**config.mk**
```make
export PLATFORM = sky130hd
export DESIGN_NAME = pfm_framer_ctrl
export DESIGN_NICKNAME = d
export VERILOG_FILES = /design/src/rtl/pfm_pkg.sv /design/src/rtl/pfm_framer_ctrl.sv
export SDC_FILE = /design/constraint.sdc
export NUM_CORES = 1
export LEC_CHECK = 0
export ABC_AREA = 1
export BUFFER_PORTS_ARGS = -buffer_cell sky130_fd_sc_hd__buf_2
export CELL_PAD_IN_SITES_DETAIL_PLACEMENT = 1
export CELL_PAD_IN_SITES_GLOBAL_PLACEMENT = 2
export CORE_MARGIN = 5
export CORE_UTILIZATION = 34
export DETAILED_ROUTE_END_ITERATION = 8
export PLACE_DENSITY = 0.9
export SETUP_SLACK_MARGIN = 0.02
export SLEW_MARGIN = 30
export SYNTH_ARGS = -nofsm -noshare
export SYNTH_HDL_FRONTEND = slang
export SYNTH_SLANG_ARGS = --single-unit
```
**constraint.sdc**
```tcl
create_clock -name clock -period 9.2 [get_ports clock]
set_clock_uncertainty 0.15 [all_clocks]
set_input_delay 1.38 -clock clock [delete_from_list [all_inputs] [get_ports clock]]
set_output_delay 1.38 -clock clock [all_outputs]
set_load 0.05 [all_outputs]
```
**src/rtl/pfm_pkg.sv**
```systemverilog
/*
 Constants, register map and field layout of the PCM 30 framer mode control block.
 Assumes one 10 MHz clock and a classic Wishbone slave with 32-bit data, one word per register.
*/
package pfm_pkg;
   // -----------------------------------------------------------------
   // Register indices (byte address is four times the index)
   // -----------------------------------------------------------------
   localparam logic [3:0] IDX_CCR = 4'h0;
   localparam logic [3:0] IDX_MODE = 4'h1;
   localparam logic [3:0] IDX_CPY = 4'h2;
   localparam logic [3:0] IDX_LOOP = 4'h3;
   localparam logic [3:0] IDX_XSW = 4'h4;
   localparam logic [3:0] IDX_XSP = 4'h5;
   localparam logic [3:0] IDX_BANK0 = 4'h6;
   localparam logic [3:0] IDX_BANK3 = 4'h9;
   localparam logic [3:0] IDX_XSN = 4'hB;
   localparam logic [3:0] IDX_MASK = 4'hC;
   localparam logic [3:0] IDX_IDLE = 4'hD;
   // -----------------------------------------------------------------
   // Values after reset
   // -----------------------------------------------------------------
   localparam logic [7:0] RST_CPY = 8'h40;
   localparam logic [7:0] RST_XSW = 8'h40;
   localparam logic [7:0] RST_ZERO = 8'h00;
   localparam logic [7:0] RST_RC0 = 8'h30;
   // -----------------------------------------------------------------
   // Field positions
   // -----------------------------------------------------------------
   localparam int CCR_ALARM_INTERRUPT_OUTPUT = 7;
   localparam int CCR_CRD = 5;
   localparam int CCR_CCPY = 2;
   localparam int CCR_FRS = 1;
   localparam int MODE_MULTIFRAME_RESYNC_CMD = 7;
   localparam int MODE_AFR = 6;
   localparam int MODE_NATIONAL_BIT_STACK_ENABLE = 5;
   localparam int MODE_CRC = 3;
   localparam int MODE_OPT = 2;
   localparam int MODE_REMOTE_AIS_SEND = 0;
   localparam int CPY_SW = 7;
   localparam int CPY_PARITY_CHECK_DISABLE = 5;
   localparam int LOOP_AIA = 7;
   localparam int LOOP_SFM = 6;
   localparam int LOOP_LOOPBACK_DISABLE = 5;
   localparam int XSW_INTL_SPARE_BIT_TX = 7;
   localparam int XSW_XRA = 5;
   localparam int XSP_TX_MULTIFRAME_BEGIN_MASK = 3;
   localparam int XSP_RX_MULTIFRAME_BEGIN_MASK = 2;
   localparam int XSP_TT0 = 1;
   localparam int XSP_SLOT_ZERO_SIGNALING_TRANSPARENT = 0;
   localparam int EXTENDED_MODE_REGISTER_DOUBLEFRAME_NATIONAL_OPTION = 7;
   localparam int EXTENDED_MODE_REGISTER_SLOT_ZERO_EXTENDED_TRANSPARENT = 6;
   localparam int MASK_PARITY = 0;
   localparam logic [6:0] FAS_PATTERN = 7'h1B;
   localparam logic [7:0] AIS_BYTE = 8'hFF;
   // -----------------------------------------------------------------
   // Timing
   // -----------------------------------------------------------------
   localparam int CLOCK_HZ = 10_000_000;
   localparam int MF_WINDOW_MS = 8;
   localparam int MF_WINDOW_CYCLES = MF_WINDOW_MS * (CLOCK_HZ / 1000);
   typedef enum logic [1:0] {PFM_DF_SEARCH, PFM_MF_SEARCH, PFM_MF_LOCKED} pfm_sync_t;
   typedef enum logic [1:0] {PFM_TR_NONE, PFM_TR_SIG, PFM_TR_EXT, PFM_TR_FULL} pfm_transp_t;
endpackage : pfm_pkg

```
**src/rtl/pfm_framer_ctrl.sv**
```systemverilog
/*
 Mode control of a PCM 30 framer: register file, resync control, slot 0 assembly,
 loop back and idle substitution, parity check and alarm interrupt output.
 Assumes slot strobes, frame flags and slot data come from framer logic on the same clock.
*/
`timescale 1ns/1ns
module pfm_framer_ctrl #(
   parameter int MF_WINDOW = pfm_pkg::MF_WINDOW_CYCLES
) (
   input wire logic clock,
   input wire logic rst,
   input wire logic wb_cyc_i,
   input wire logic wb_stb_i,
   input wire logic wb_we_i,
   input wire logic [5:0] wb_adr_i,
   input wire logic [3:0] wb_sel_i,
   input wire logic [31:0] wb_dat_i,
   output logic [31:0] wb_dat_o,
   output logic wb_ack_o,
   input wire logic tx_slot_strobe,
   input wire logic [4:0] tx_slot_num,
   input wire logic tx_frame_odd,
   input wire logic tx_crc_bit,
   input wire logic [7:0] system_tx_input,
   output logic [7:0] line_tx_data,
   output logic [7:0] test_tx_data,
   output logic line_tx_valid,
   output logic dual_rail_enable,
   output logic fibre_line_select,
   output logic code_violation_check,
   input wire logic rx_slot_strobe,
   input wire logic [4:0] rx_slot_num,
   input wire logic rx_frame_odd,
   input wire logic [7:0] rx_slot_data,
   input wire logic rx_parity_bit,
   input wire logic df_aligned,
   input wire logic mf_pattern_found,
   input wire logic slip_detected,
   input wire logic tx_mf_begin,
   input wire logic rx_mf_begin,
   output logic df_search_restart,
   output logic mf_search_restart,
   output logic crc_multiframe_mode,
   output logic single_frame_buffer,
   output logic slip_flag,
   output logic loopback_active,
   output logic parity_flag_pin
);
   import pfm_pkg::*;

   // -----------------------------------------------------------------
   // Register storage
   // -----------------------------------------------------------------
   logic [7:0] ccr, mode, parity_check_channel, loopback_channel_select;
   logic [7:0] service_word_transmit, spare_bits_transmit, alarm_mask, idle_code;
   logic [7:0] extended_mode_register, national_bit_tx_stack;
   logic [7:0] service_word_receive, national_bit_rx_stack;
   logic [7:0] ctrl_bank [4];
   logic [7:0] idle_bank [4];
   logic [7:0] rd_byte;
   logic multiframe_resync_cmd_prev, frs_prev, df_prev, tx_mfb_prev, rx_mfb_prev;
   logic tx_mfb_pend, rx_mfb_pend, parity_alarm;
   logic [16:0] window_cnt;
   logic [1:0] pattern_cnt;
   pfm_sync_t sync_state, next_sync_state;

   // -----------------------------------------------------------------
   // Bus decode
   // -----------------------------------------------------------------
   wire [3:0] idx = wb_adr_i[5:2];
   wire bus_req = wb_cyc_i && wb_stb_i && !wb_ack_o;
   wire wr_req = bus_req && wb_we_i && wb_sel_i[0];
   wire rd_req = bus_req && !wb_we_i;
   wire bank_sw = parity_check_channel[CPY_SW];
   wire in_bank = (idx >= IDX_BANK0) && (idx <= IDX_BANK3);
   wire [1:0] bank_idx = 2'(idx - IDX_BANK0);
   wire wr_ccr = wr_req && idx == IDX_CCR;
   wire wr_mode = wr_req && idx == IDX_MODE && !bank_sw;
   wire wr_extended_mode_register = wr_req && idx == IDX_MODE && bank_sw;
   wire wr_cpy = wr_req && idx == IDX_CPY;
   wire wr_loop = wr_req && idx == IDX_LOOP;
   wire wr_xsw = wr_req && idx == IDX_XSW;
   wire wr_xsp = wr_req && idx == IDX_XSP;
   wire wr_ctrl_bank = wr_req && in_bank && !bank_sw;
   wire wr_idle_bank = wr_req && in_bank && bank_sw;
   wire wr_xsn = wr_req && idx == IDX_XSN;
   wire wr_mask = wr_req && idx == IDX_MASK;
   wire wr_idle = wr_req && idx == IDX_IDLE;
   wire stack_access = bus_req && idx == IDX_XSN;
   wire [7:0] wdat = wb_dat_i[7:0];

   // Acknowledge is a write-one pulse; the stored bit never holds it
   wire alarm_ack = wr_loop && wdat[LOOP_AIA];

   // -----------------------------------------------------------------
   // Mode decode
   // -----------------------------------------------------------------
   wire crc_en = mode[MODE_CRC];
   wire doubleframe_national_option = extended_mode_register[EXTENDED_MODE_REGISTER_DOUBLEFRAME_NATIONAL_OPTION];
   wire crc_mf = crc_en && !doubleframe_national_option;
   wire stack_en = mode[MODE_NATIONAL_BIT_STACK_ENABLE] && crc_en;
   wire tt0 = spare_bits_transmit[XSP_TT0];
   wire slot_zero_extended_transparent = extended_mode_register[EXTENDED_MODE_REGISTER_SLOT_ZERO_EXTENDED_TRANSPARENT];
   wire slot_zero_signaling_transparent = spare_bits_transmit[XSP_SLOT_ZERO_SIGNALING_TRANSPARENT];
   wire alarm_interrupt_output_en = ccr[CCR_ALARM_INTERRUPT_OUTPUT];
   pfm_transp_t transp;
   assign transp = tt0 ? PFM_TR_FULL : (slot_zero_extended_transparent ? PFM_TR_EXT : (slot_zero_signaling_transparent ? PFM_TR_SIG : PFM_TR_NONE));
   wire any_transp = transp != PFM_TR_NONE;

   // -----------------------------------------------------------------
   // Command edges
   // -----------------------------------------------------------------
   // Held command bits would otherwise restart the search every cycle
   wire multiframe_resync_cmd_rise = mode[MODE_MULTIFRAME_RESYNC_CMD] && !multiframe_resync_cmd_prev && crc_mf;
   wire frs_rise = ccr[CCR_FRS] && !frs_prev;
   wire df_rise = df_aligned && !df_prev;
   wire window_over = window_cnt == 17'(MF_WINDOW - 1);

   // -----------------------------------------------------------------
   // Multiframe search control
   // -----------------------------------------------------------------
   always_comb begin
      next_sync_state = sync_state;
      df_search_restart = 1'b0;
      mf_search_restart = 1'b0;
      if (frs_rise) begin
         df_search_restart = 1'b1;
         mf_search_restart = crc_mf;
         next_sync_state = PFM_DF_SEARCH;
      end else if (!crc_mf) begin
         next_sync_state = PFM_DF_SEARCH;
      end else if (multiframe_resync_cmd_rise) begin
         mf_search_restart = 1'b1;
         next_sync_state = PFM_MF_SEARCH;
      end else begin
         unique case (sync_state)
            PFM_DF_SEARCH: begin
               if (df_rise) begin
                  next_sync_state = PFM_MF_SEARCH;
               end
            end
            PFM_MF_SEARCH: begin
               if (!df_aligned) begin
                  next_sync_state = PFM_DF_SEARCH;
               end else if (mf_pattern_found && pattern_cnt == 2'd1) begin
                  next_sync_state = PFM_MF_LOCKED;
               end else if (window_over && mode[MODE_AFR]) begin
                  df_search_restart = 1'b1;
                  mf_search_restart = 1'b1;
                  next_sync_state = PFM_DF_SEARCH;
               end
            end
            PFM_MF_LOCKED: begin
               if (!df_aligned) begin
                  next_sync_state = PFM_DF_SEARCH;
               end
            end
         endcase
      end
   end

   always_ff @(posedge clock or posedge rst) begin
      if (rst) begin
         sync_state <= PFM_DF_SEARCH;
         window_cnt <= '0;
         pattern_cnt <= '0;
      end else begin
         sync_state <= next_sync_state;
         if (next_sync_state != PFM_MF_SEARCH || sync_state != PFM_MF_SEARCH || multiframe_resync_cmd_rise) begin
            window_cnt <= '0;
            pattern_cnt <= '0;
         end else begin
            if (!window_over) begin
               window_cnt <= window_cnt + 17'd1;
            end
            if (mf_pattern_found) begin
               pattern_cnt <= 2'd1;
            end
         end
      end
   end

   // -----------------------------------------------------------------
   // Register writes
   // -----------------------------------------------------------------
   always_ff @(posedge clock or posedge rst) begin
      if (rst) begin
         ccr <= RST_ZERO;
         mode <= RST_ZERO;
         parity_check_channel <= RST_CPY;
         loopback_channel_select <= RST_ZERO;
         service_word_transmit <= RST_XSW;
         spare_bits_transmit <= RST_ZERO;
         extended_mode_register <= RST_ZERO;
         alarm_mask <= RST_ZERO;
         idle_code <= RST_ZERO;
         national_bit_tx_stack <= RST_ZERO;
         ctrl_bank <= '{RST_ZERO, RST_ZERO, RST_RC0, RST_ZERO};
         idle_bank <= '{default: RST_ZERO};
      end else begin
         if (wr_ccr) ccr <= wdat;
         if (wr_mode) mode <= wdat;
         if (wr_extended_mode_register) extended_mode_register <= wdat;
         if (wr_cpy) parity_check_channel <= wdat;
         if (wr_loop) loopback_channel_select <= {1'b0, wdat[6:0]};
         if (wr_xsw) service_word_transmit <= wdat;
         if (wr_xsp) spare_bits_transmit <= wdat;
         if (wr_ctrl_bank) ctrl_bank[bank_idx] <= wdat;
         if (wr_idle_bank) idle_bank[bank_idx] <= wdat;
         if (wr_xsn) national_bit_tx_stack <= wdat;
         if (wr_mask) alarm_mask <= wdat;
         if (wr_idle) idle_code <= wdat;
      end
   end

   // -----------------------------------------------------------------
   // Read mux
   // -----------------------------------------------------------------
   wire control_readback_test = ccr[CCR_CRD];
   always_comb begin
      rd_byte = 8'h00;
      if (control_readback_test) begin
         unique case (idx)
            IDX_CCR: rd_byte = ccr;
            IDX_MODE: rd_byte = bank_sw ? extended_mode_register : mode;
            IDX_CPY: rd_byte = parity_check_channel;
            IDX_LOOP: rd_byte = loopback_channel_select;
            IDX_XSW: rd_byte = service_word_transmit;
            IDX_XSP: rd_byte = spare_bits_transmit;
            IDX_MASK: rd_byte = alarm_mask;
            IDX_IDLE: rd_byte = idle_code;
            default: rd_byte = in_bank ? (bank_sw ? idle_bank[bank_idx] : ctrl_bank[bank_idx]) : 8'h00;
         endcase
      end else begin
         unique case (idx)
            IDX_XSW: rd_byte = service_word_receive;
            IDX_XSP: rd_byte = {3'b000, tx_mfb_pend, rx_mfb_pend, parity_alarm, 2'(sync_state)};
            IDX_XSN: rd_byte = national_bit_rx_stack;
            default: rd_byte = 8'h00;
         endcase
      end
   end

   always_ff @(posedge clock or posedge rst) begin
      if (rst) begin
         wb_ack_o <= 1'b0;
         wb_dat_o <= '0;
      end else begin
         wb_ack_o <= bus_req;
         if (rd_req) begin
            wb_dat_o <= {24'h000000, rd_byte};
         end
      end
   end

   // -----------------------------------------------------------------
   // Transmit slot assembly
   // -----------------------------------------------------------------
   wire [4:0] cla = loopback_channel_select[4:0];
   wire loop_on = cla != 5'd0 && !loopback_channel_select[LOOP_LOOPBACK_DISABLE];
   wire idle_sel = idle_bank[tx_slot_num[4:3]][tx_slot_num[2:0]];
   wire loop_hit = loop_on && tx_slot_num == cla;
   wire [4:0] nat_reg = stack_en ? national_bit_tx_stack[4:0] : service_word_transmit[4:0];
   wire [4:0] nat_bits = any_transp ? system_tx_input[4:0] : nat_reg;
   wire si_reg = crc_mf ? tx_crc_bit : service_word_transmit[XSW_INTL_SPARE_BIT_TX];
   wire si_bit = any_transp ? system_tx_input[7] : si_reg;
   wire ra_bit = service_word_transmit[XSW_XRA];
   wire [7:0] fas_byte = {si_bit, FAS_PATTERN};
   wire [7:0] svc_byte = {si_bit, 1'b1, ra_bit, nat_bits};
   wire [7:0] ts0_byte = (transp == PFM_TR_FULL) ? system_tx_input
                                                 : (tx_frame_odd ? svc_byte : fas_byte);
   wire [7:0] normal_byte = (tx_slot_num == 5'd0) ? ts0_byte : system_tx_input;
   wire [7:0] line_byte = (loop_hit || idle_sel) ? idle_code : normal_byte;

   always_ff @(posedge clock or posedge rst) begin
      if (rst) begin
         line_tx_data <= AIS_BYTE;
         test_tx_data <= 8'h00;
         line_tx_valid <= 1'b0;
      end else begin
         line_tx_valid <= tx_slot_strobe;
         if (tx_slot_strobe) begin
            line_tx_data <= mode[MODE_REMOTE_AIS_SEND] ? AIS_BYTE : line_byte;
            test_tx_data <= line_byte;
         end
      end
   end

   // -----------------------------------------------------------------
   // Receive side: service word, stack, parity
   // -----------------------------------------------------------------
   wire [4:0] cpa = parity_check_channel[4:0];
   wire parity_hit = rx_slot_strobe && rx_slot_num == cpa && !parity_check_channel[CPY_PARITY_CHECK_DISABLE];
   wire parity_bad = parity_hit && ((^rx_slot_data) != rx_parity_bit);
   wire svc_rx = rx_slot_strobe && rx_slot_num == 5'd0 && rx_frame_odd;
   always_ff @(posedge clock or posedge rst) begin
      if (rst) begin
         service_word_receive <= 8'h00;
         national_bit_rx_stack <= 8'h00;
         parity_alarm <= 1'b0;
         slip_flag <= 1'b0;
      end else begin
         if (svc_rx && !stack_en) service_word_receive <= rx_slot_data;
         if (svc_rx && stack_en) national_bit_rx_stack <= {3'b000, rx_slot_data[4:0]};
         // Set wins over clear so an error in the clearing cycle survives
         if (parity_bad) begin
            parity_alarm <= 1'b1;
         end else if (wr_ccr && wdat[CCR_CCPY]) begin
            parity_alarm <= 1'b0;
         end
         // Slip still reported in single-frame mode; data path untouched
         if (slip_detected) begin
            slip_flag <= 1'b1;
         end else if (wr_ccr && wdat[CCR_CCPY]) begin
            slip_flag <= 1'b0;
         end
      end
   end

   // -----------------------------------------------------------------
   // Multiframe-begin interrupt sources
   // -----------------------------------------------------------------
   wire tx_mfb_rise = tx_mf_begin && !tx_mfb_prev;
   wire rx_mfb_rise = rx_mf_begin && !rx_mfb_prev;
   always_ff @(posedge clock or posedge rst) begin
      if (rst) begin
         multiframe_resync_cmd_prev <= 1'b0;
         frs_prev <= 1'b0;
         df_prev <= 1'b0;
         tx_mfb_prev <= 1'b0;
         rx_mfb_prev <= 1'b0;
         tx_mfb_pend <= 1'b0;
         rx_mfb_pend <= 1'b0;
      end else begin
         multiframe_resync_cmd_prev <= mode[MODE_MULTIFRAME_RESYNC_CMD];
         frs_prev <= ccr[CCR_FRS];
         df_prev <= df_aligned;
         tx_mfb_prev <= tx_mf_begin;
         rx_mfb_prev <= rx_mf_begin;
         if (tx_mfb_rise && spare_bits_transmit[XSP_TX_MULTIFRAME_BEGIN_MASK]) begin
            tx_mfb_pend <= 1'b1;
         end else if (alarm_ack || (stack_access && wb_we_i)) begin
            tx_mfb_pend <= 1'b0;
         end
         if (rx_mfb_rise && spare_bits_transmit[XSP_RX_MULTIFRAME_BEGIN_MASK]) begin
            rx_mfb_pend <= 1'b1;
         end else if (alarm_ack || (stack_access && !wb_we_i)) begin
            rx_mfb_pend <= 1'b0;
         end
      end
   end

   // -----------------------------------------------------------------
   // Pin outputs
   // -----------------------------------------------------------------
   // Parity alarm only counts as an interrupt source while its mask bit is set
   wire alarm_irq = tx_mfb_pend || rx_mfb_pend || (parity_alarm && alarm_mask[MASK_PARITY]);
   assign parity_flag_pin = alarm_interrupt_output_en ? alarm_irq : parity_alarm;
   assign fibre_line_select = mode[MODE_OPT];
   assign dual_rail_enable = !mode[MODE_OPT];
   assign code_violation_check = !mode[MODE_OPT];
   assign crc_multiframe_mode = crc_mf;
   // Clocks must be phase locked in this mode; the block cannot check that
   assign single_frame_buffer = loopback_channel_select[LOOP_SFM];
   assign loopback_active = loop_on;
endmodule : pfm_framer_ctrl

```
Yosys cells after proc, flatten, opt, wreduce, memory -nomap -nowiden. Cells that the tools add are included.

Logic and storage cells: 210. Register bits: 209. Output and inout port bits: 60.

Reduce and logical (&&, ||, !) cells: 80. Multiplexer cells: 64. Equality and inequality tests: 19. Order comparisons: 6. Bitwise logic cells: 2. Add/subtract/negate cells: 2.

Operators with widths (count): 8-bit two-way mux (15); 32-bit bitwise mux (2); 8-bit case mux with 8 select lines (1); 8-bit binary-select mux with 2-bit select (3); 1-bit logical AND (48); 17-bit two-way mux (2); 2-bit two-way mux (12); 8-bit case mux with 3 select lines (1); 1-bit two-way mux (22); 17-bit by 1-bit adder with 17-bit output, second input constant (1); 17-bit == test, second input constant (1); 8-bit demux with 2-bit select (1); 1-bit logical NOT (13); 4-bit == test, second input constant (3); 2-bit nonzero test (6); 5-bit == test (2); 5-bit logical NOT (2); 5-bit two-way mux (2); 4-bit by 2-bit == test with 1-bit output, second input constant (2); 4-bit by 3-bit == test with 1-bit output, second input constant (2); 8-bit parity (1); 1-bit logical OR (7); 7-bit two-way mux (1); 3-bit greater-or-equal comparator, second input constant (2); other kinds (16) (21).

Longest topological paths before layout. Gate-level depths: netlist of run 1.

Depth after elaboration: 13. Mapped depth: 15.

Worst setup path before layout of run 1. OpenSTA, ideal clock, no wires.

Path type: input-to-output. From: input port mf_pattern_found. To: output port df_search_restart. Data required time: 7.670 ns. Arrival time: 2.768 ns. Stages on the path: 3. Setup slack: 4.902 ns. Cells stage by stage: nand2_1 > nand4_1 > o31ai_1.

Word-level cells in the longest chain between the ends: 7.

RTL lines: start: declaration (RTL line pfm_framer_ctrl.sv:37) `input wire logic mf_pattern_found,`; 1-bit logical AND (RTL line pfm_framer_ctrl.sv:145) `end else if (mf_pattern_found && pattern_cnt == 2'd1) begin`; 1-bit two-way mux (RTL line pfm_framer_ctrl.sv:145); 1-bit two-way mux (RTL line pfm_framer_ctrl.sv:143) `if (!df_aligned) begin`; 1-bit two-way mux (RTL line pfm_framer_ctrl.sv:136) `unique case (sync_state)`; 1-bit two-way mux (RTL line pfm_framer_ctrl.sv:132) `end else if (multiframe_resync_cmd_rise) begin`; 1-bit two-way mux (RTL line pfm_framer_ctrl.sv:130) `end else if (!crc_mf) begin`; 1-bit two-way mux (RTL line pfm_framer_ctrl.sv:126) `if (frs_rise) begin`; end: declaration (RTL line pfm_framer_ctrl.sv:41) `output logic df_search_restart,`.

Every way passes these cells.

Final worst setup path of run 1.
From: register window_cnt[0]. To: output port df_search_restart.

Word-level cells in the longest chain between the ends: 9.

RTL lines: start: declaration (RTL line pfm_framer_ctrl.sv:63) `logic [16:0] window_cnt;`; start signal: assignment (RTL line pfm_framer_ctrl.sv:174) `window_cnt <= window_cnt + 17'd1;`; 17-bit == test (RTL line pfm_framer_ctrl.sv:117) `wire window_over = window_cnt == 17'(MF_WINDOW - 1);`; 1-bit logical AND (RTL line pfm_framer_ctrl.sv:147) `end else if (window_over && mode[MODE_AFR]) begin`; 1-bit two-way mux (RTL line pfm_framer_ctrl.sv:147); 1-bit two-way mux (RTL line pfm_framer_ctrl.sv:145); 1-bit two-way mux (RTL line pfm_framer_ctrl.sv:143); 1-bit two-way mux (RTL line pfm_framer_ctrl.sv:136); 1-bit two-way mux (RTL line pfm_framer_ctrl.sv:132); 1-bit two-way mux (RTL line pfm_framer_ctrl.sv:130); 1-bit two-way mux (RTL line pfm_framer_ctrl.sv:126).

Every way passes these cells.

==> impl.org, run 1 <==
** Routing
- The first detailed-routing pass took 4 iterations.
- After the first detailed-routing iteration, the DRC count stood at 588.
- The count of nets left with antenna violations once routing finished came out at 0.
- Via count :: 9260
- Routed wire length per instance :: 18.4 um
- After detailed routing, the number of vias per cell comes to 5.09.
- In the routed design, unresolved DRC markers number 0.
- Wirelength, routed :: 33.5 mm

** Global routing
- Residual overflow from global routing :: 0
- Entering global routing, the biggest net connects 156 pins.
- The number of global-route vias before repair came to 9688.
- First-pass GRT wire length :: 53.9 mm
- Global routing used 18.8% of the available tracks.
- Initial antenna violation count :: 0

** Synthesis
- Yosys top cell area share :: 45.5%
- EDFF count, synth :: 0
- Number of warnings issued by yosys :: 0
- Area contributors post-synth :: sky130_fd_sc_hd__dfrtp_1 (46%), sky130_fd_sc_hd__nand2_1 (15%), sky130_fd_sc_hd__o21ai_0 (4.7%)
- Dividing the synthesized area by the synthesized cell count gives 8.12 um^2.
- Summing every instance area after synthesis gives 10800 um^2.
- Cell count after synthesis :: 1328
- Top-count cell post-synth :: sky130_fd_sc_hd__nand2_1
- Post-synth top flop :: sky130_fd_sc_hd__dfrtp_1
- Post-synthesis cell type with the largest combined area :: sky130_fd_sc_hd__dfrtp_1
- Of the synthesized area, sequential elements account for 48.4%.
- By count the netlist is led by sky130_fd_sc_hd__nand2_1 (438), sky130_fd_sc_hd__dfrtp_1 (196), sky130_fd_sc_hd__inv_1 (105), sky130_fd_sc_hd__o21ai_0 (102), sky130_fd_sc_hd__o21ai_1 (66).
- Post-synthesis cell type count :: 50
- Async S/R FF share, synth :: 100%
- Flip-flop and latch count after synthesis :: 208

** Placement
- Worst setup slack after placement :: 5340 ps
- Buffers placed on the I/O ports in this run total 90.
- Cell area after placement :: 11400 um^2
- Number of cells after detailed placement :: 1772
- The HPWL after detailed placement is 23.7 mm.
- Routability-driven placement finished with a final weighted congestion of 0.867.

** Floorplanning
- Area of the die :: 35400 um^2
- In this run the core area contains 65 standard-cell rows.
- Width of the chip :: 188 um
- # IOs :: 144
- The initial utilization of the core area, before any placement, comes to 34.3%.
- Die Y :: 188 um
- The floorplan step defined a core boundary enclosing 31400 um^2.

** Setup path
- The number of cells on the worst reg-to-reg path is 6.
- The critical path starts at window_cnt[0].
- Along the worst path, the maximum fanout reaches 3.
- Critical path class :: flop to output port
- The endpoint identified for the worst register-to-register timing path is rx_mfb_pend.
- STA puts the critical path data required time at 7670 ps.
- STA puts the critical path data arrival time at 2430 ps.
- Reg2Reg Setup Slack :: 6650 ps
- STA classifies the critical path endpoint as an output port.
- R2r startpoint :: wb_ack_o
- STA classifies the critical path startpoint as a flop.

** Run
- The tool flagged a number of max-cap violations equal to 0.

** Clock network
- TritonCTS created 26 clock buffers.
- TritonCTS built the clock tree.
- Buffers inserted to repair hold after CTS numbered 0.
- Buffer count from post-CTS setup fixing :: 0
- Clock-pin slew was measured on the worst setup and hold paths at 60 ps.
- No sink is reached through more buffers than the 3 on the longest clock path.
- CTS built an H-tree with a depth of 1.
- CTS-repair resized insts :: 0
- For this design, the sink count on the clock tree is 208.
- Clock latency on the worst-skew pair :: 520 ps
- Clk root buf :: sky130_fd_sc_hd__clkbuf_16

** Power
- Net Sw Frac :: 30.1%
- Sequential share of power :: 43.6%
- Peak ir drop on the vdd network :: 0.132 mV
- The analysis attributes to cell leakage a power of 5.82 nW.
- The share of total power dissipated in the clock network is 41.1%.
- The internal portion of the total power is 1.64 mW.
- Power Total :: 2.34 mW
- Combinational share of power :: 15.3%
- Power per standard cell area :: 192 nW/um^2
- Net switching power of the design :: 703 uW

** STA
- Timing would allow up to 0.252 GHz.
- For the finished layout, the period the worst path requires is 3960 ps.
- The worst path uses 43.1% of the clock period.
- On the final layout, the worst hold slack is 226 ps.
- Setup repair after global routing missed its margin :: no
- The number of hold violations in the final report is 0.
- Tightest slew margin relative to the limit :: 44.4%
- Setup violations remaining at the end of the flow were counted as 0.
- Setup TNS :: 0 ps
- Worst Slack Setup Final :: 5240 ps
- For the pin with the worst max-slew slack, the measured transition is 827 ps.
- Final number of max-transition violations :: 0

** Finish
- Relative to the synthesized area, the layout overhead comes to 13.0%.
- At the end of the flow, the number of nets in the layout was 1485.
- The finished layout holds 1819 standard cells, fillers aside.
- Fraction of final layout cells with drive strength greater than 1 :: 15.6%
- Top flop regs :: ctrl_bank: 32 flops, idle_bank: 32 flops, window_cnt: 17 flops
- Summing all non-filler instances in the final layout gives an area of 12200 um^2.
- 0 antenna diodes ended up in the layout.
- Layout Utilization :: 38.8%

** Worst hold path
- Along the worst hold path, the cell count comes to 0.
- In this run the worst hold path is classified as flop to flop.
- The worst hold path terminates at frs_prev.
- Worst Min Path Start :: ccr[1]

** Outcome
- The run finished with clean final reports.
-- area by class of cell --
cell class | count | area, um^2
flip-flops and latches | 208 | 5220
clock inverters | 8 | 43.8
fillers | 3797 | 19200
multi-input cells | 947 | 4700
clock buffers | 39 | 761
repair buffers | 93 | 473
well taps | 402 | 503
inverters | 122 | 473
-- cell usage in the layout (no fill, tap or decap), drive strengths merged --
master,n
nor3,31
a221oi,1
xnor2,10
dfstp,12
conb,24
o21ai,188
mux2,3
a22oi,1
xor2,16
o22ai,21
or2,5
nand4,21
nand2,446
a31oi,1
clkinv,11
o211ai,4
buf,93
nor4,3
ha,3
o2111a,1
o21bai,3
clkbuf,39
and2,1
nand3,67
dfrtp,196
o221ai,2
a22o,1
inv,119
nor2,59
o31ai,4
a211oi,2
a21oi,21
o2111ai,8
-- power groups by stage --
stage               logic, mW  registers (mW)  clock network [mW]
floorplan               0.211            1.08                   0
global placement        0.351            1.03                   0
detailed placement      0.360            1.04                   0
CTS                     0.362            1.02               0.985
global route            0.392            1.03                1.03
finish                  0.357            1.02               0.961
-- worst max-delay path, cell delays in order, from the launching register on --
cell	delay [ps]
sky130_fd_sc_hd__dfrtp_1	380
sky130_fd_sc_hd__ha_1	210
sky130_fd_sc_hd__nand3_1	130
sky130_fd_sc_hd__inv_1	110
sky130_fd_sc_hd__nand3_1	70
sky130_fd_sc_hd__nor2_1	190
sky130_fd_sc_hd__nand3_1	120
sky130_fd_sc_hd__inv_1	70
sky130_fd_sc_hd__nand4_1	120
sky130_fd_sc_hd__o31ai_1	200
sky130_fd_sc_hd__buf_2	290
-- routing by layer --
| layer | vias to the layer above | global-route usage [%] | part of all wire [%] |
|---|---|---|---|
| met5 | - | 0 | 0 |
| met4 | 0 | 4.32 | 2.2 |
| met3 | 41 | 2.53 | 4.0 |
| met2 | 193 | 31.8 | 48 |
| met1 | 4589 | 25.9 | 46 |
| li1 | 4437 | - | - |
-- worst max-delay path by stage --
stage | endpoint | slack, ps | cells after the start
2_1_floorplan | alarm_mask[0] | 2010 | 1
3_3_place_gp | df_search_restart | 5390 | 5
3_5_place_dp | service_word_transmit[0] | 5340 | 7
4_1_cts | df_search_restart | 5180 | 10
5_1_grt | df_search_restart | 4980 | 10
6_report | df_search_restart | 5240 | 10
-- cells by family after synthesis --
family / synth area share, %
AO/OA/AOI/OAI: 13.9
XOR/XNOR: 2.11
adder cells (fa/ha/maj): 0.348
buffers and inverters: 8.75
flip-flops: 48.4
multiplexers: 0.313
other: 0.0348
AND/OR/NAND/NOR: 26.1
No activity file was read; power rests on OpenSTA's default activity.
==> inputs of run 2 (changes only) <==
CORE_UTILIZATION = 31   (was 34)
PLACE_DENSITY = 0.87   (was 0.9)
clock period = 3.37 ns   (was 9.2 ns; I/O delays follow)
==> run 2 against run 1 <==
Net effect:
- non-clock buffer count rose by 13
- critical path type unchanged
- critical path depth is the same
- power increased to 2.7 times the previous value
- register-to-register slack worse by 5600 ps
- via count grew 0.84%
- critical endpoint unchanged
- combinational power rose to 2.8 times the previous value
- sequential power grew to 2.7 times the previous value
- sequential cell count unchanged
- global-route usage down 1.4 points
==> impl.org, run 2 (synthesized netlist as in run 1, its figures left out) <==
** Global routing
- The number of antenna violations at the first check in global routing was 0.
- First-pass GRT wire length :: 54.3 mm
- Global routing finished with a remaining overflow of 0.
- Global routing consumed, over all layers together, 17.5% of the routing resources.
- The number of global-route vias before repair came to 9624.
- Entering global routing, the biggest net connects 66 pins.

** Routing
- Once detail routing completed, the nets flagged for antenna violations numbered 0.
- In this run, the number of DRC markers left after iteration 0 of detailed routing was 509.
- In the final routed layout, each cell accounts on average for 18.1 um.
- Number of iterations in the first detailed-routing pass :: 5
- Vias per Instance :: 4.96
- For this run, design rule violations remaining after detail routing come to 0.
- Wirelength, routed :: 34.1 mm
- Via count :: 9338

** Finish
- Compared with the post-synthesis result, the final layout area differs by 14.1%.
- The net count of the finished layout is 1497.
- The repair_antennas step left the layout with diodes totalling 0.
- In the final layout, the share of cells above drive strength 1 is 15.7%.
- The largest registers in the layout are ctrl_bank: 32 flops, idle_bank: 32 flops, window_cnt: 17 flops.
- The top cell types in the final layout, fill and taps aside, are sky130_fd_sc_hd__nand2_1 (438), sky130_fd_sc_hd__dfrtp_1 (196), sky130_fd_sc_hd__inv_1 (104).
- Commonest non-fill, non-tap cell in the layout :: sky130_fd_sc_hd__nand2_1

** Clock network
- Clock latency on the worst-skew pair :: 520 ps
- For this design, the sink count on the clock tree is 208.
- Clk root buf :: sky130_fd_sc_hd__clkbuf_16
- Buffer count from post-CTS setup fixing :: 0
- After clock tree synthesis, the clock-pin slew on the worst setup and hold paths is 60 ps.
- In this run the number of H-tree levels came out at 1.
- Maximum buffer depth of the clock tree :: 3
- Clock tree from TritonCTS :: done
- After clock tree synthesis, the repair step resized 0 gates.
- Inserted Clock Buffers :: 25

** STA
- The number of hold violations in the final report was 0.
- Setup repair after global routing left no endpoint under its margin.
- At the pin with the least slew margin, the transition time is 973 ps.
- Final cycle utilization of the critical path :: 91.6%
- Tightest slew margin relative to the limit :: 35.1%
- Setup violations remaining at the end of the flow were counted as 0.
- Worst Slack Setup Final :: 282 ps
- Top achievable clock speed :: 0.324 GHz
- Setup TNS :: 0 ps
- Final number of max-transition violations :: 0
- Final hold analysis gives a worst-case slack of 43.6 ps.
- Final critical delay including setup and external delays :: 3090 ps

** Setup path
- Cells along the critical path :: ha_1 > nand3_1 > inv_1 > nand3_1 > nor2_1 > nand3_1 > inv_1 > nand4_1 > o31ai_1 > buf_2
- The critical path is of the flop to output port type.
- Highest-delay cell along the critical path :: sky130_fd_sc_hd__dfrtp_1
- Number of cells traversed by the worst register-to-register path :: 11
- Most Frequent Cell on Critical Path :: sky130_fd_sc_hd__nand3_1
- Worst stage delay on the critical path :: 400 ps
- Reg2Reg Setup Slack :: 1020 ps
- The worst setup path is launched from a flop.
- Data on the critical path arrives at its endpoint at 2430 ps.
- Crit path max fanout :: 3
- CP required :: 2710 ps
- STA classifies the critical path endpoint as an output port.

** Power
- For this design the static power due to leakage is 5.85 nW.
- Peak ir drop on the vdd network :: 0.326 mV
- Power per standard cell area :: 509 nW/um^2

** Placement
- Number of port buffers :: 90
- At the end of routability-driven placement, the weighted congestion stood at 0.867.
- Timing analysis after detailed placement gives a worst setup slack of 755 ps.
- Placed wire-length estimate :: 24.9 mm

** Run
- Max-cap violations in this run came to 0.

** Outcome
- The flow ran to the end, and the final reports show no timing, DRC or antenna violations.

** Worst hold path
- Worst hold-check path type :: input pin to flop
- The worst hold path passes through 2 cells.

** Floorplanning
- The die covers 38600 um^2.
- Die Y :: 196 um
- Effective utilization at floorplan :: 31.3%
- After floorplanning, the core was divided into 68 placement rows.
- After floorplanning, the core was sized to cover 34500 um^2.
- Width of the chip :: 196 um
- # IOs :: 144
## run 2: cell count changes in the layout (fill, tap and decap cells not counted), sizes merged
| cell | previous run | this run |
|---|---|---|
| buf | 93 | 102 |
| clkbuf | 39 | 38 |
| inv | 119 | 117 |
| clkinvlp | 0 | 1 |
| dlygate4sd3 | 0 | 4 |
| clkinv | 11 | 10 |
## run 2: routing by layer
layer	wire (um)	up-vias	global-route usage (%)	share of wire [%]
met5	0	-	0	0
met3	1610	49	2.15	4.7
met2	15800	189	28.7	46
met4	783	0	3.88	2.3
li1	-	4467	-	-
met1	15800	4633	24.9	46
## run 2: worst max-delay path, delay by kind of cell (launching register included)
family          cells  cell delay (ps)
fa+ha+maj           1              200
simple gates        5              630
buf+inv             3              490
flops               1              400
compound gates      1              190
## run 2: path summary, 6_finish.rpt
kind                                              from                        end
worst max-delay path                     window_cnt[0]          df_search_restart
worst min-delay path                     slip_detected                  slip_flag
worst max register to register  spare_bits_transmit[1]            line_tx_data[1]
worst min register to register                  ccr[1]                   frs_prev
max in group asynchronous                          rst     spare_bits_transmit[0]
min in group asynchronous                          rst  extended_mode_register[2]
## run 2: final cells by class
cell class              count  area (um^2)
fillers                  4221        22200
flip-flops and latches    208         5220
multi-input cells         947         4700
clock buffers              38          704
repair buffers            106          606
well taps                 455          569
inverters                 122          464
clock inverters             6         30.0
## run 2: per-stage QoR
step	std cells	power [mW]	utilization (%)	instance area [um^2]
floorplan	1351	3.53	-	10900
global placement	1834	3.79	33.4	11500
detailed placement	1834	3.82	33.4	11500
CTS	1882	6.34	35.7	12300
global route	1882	6.57	35.7	12300
finish	1882	6.26	35.7	12300
## run 2: repair_timing
action | 4_1_cts | 5_1_grt
setup endpoints to repair | 0 | 0
hold endpoints to repair | 22 | 0
hold buffers | 4 | 0
## run 2: where the power goes
group	switching [mW]	internal [mW]	leakage [nW]	total (mW)
combinational	0.740	0.249	2.74	0.989
sequential	0.115	2.67	2.75	2.79
clock	1.05	1.43	0.365	2.48
total	1.91	4.35	5.85	6.26
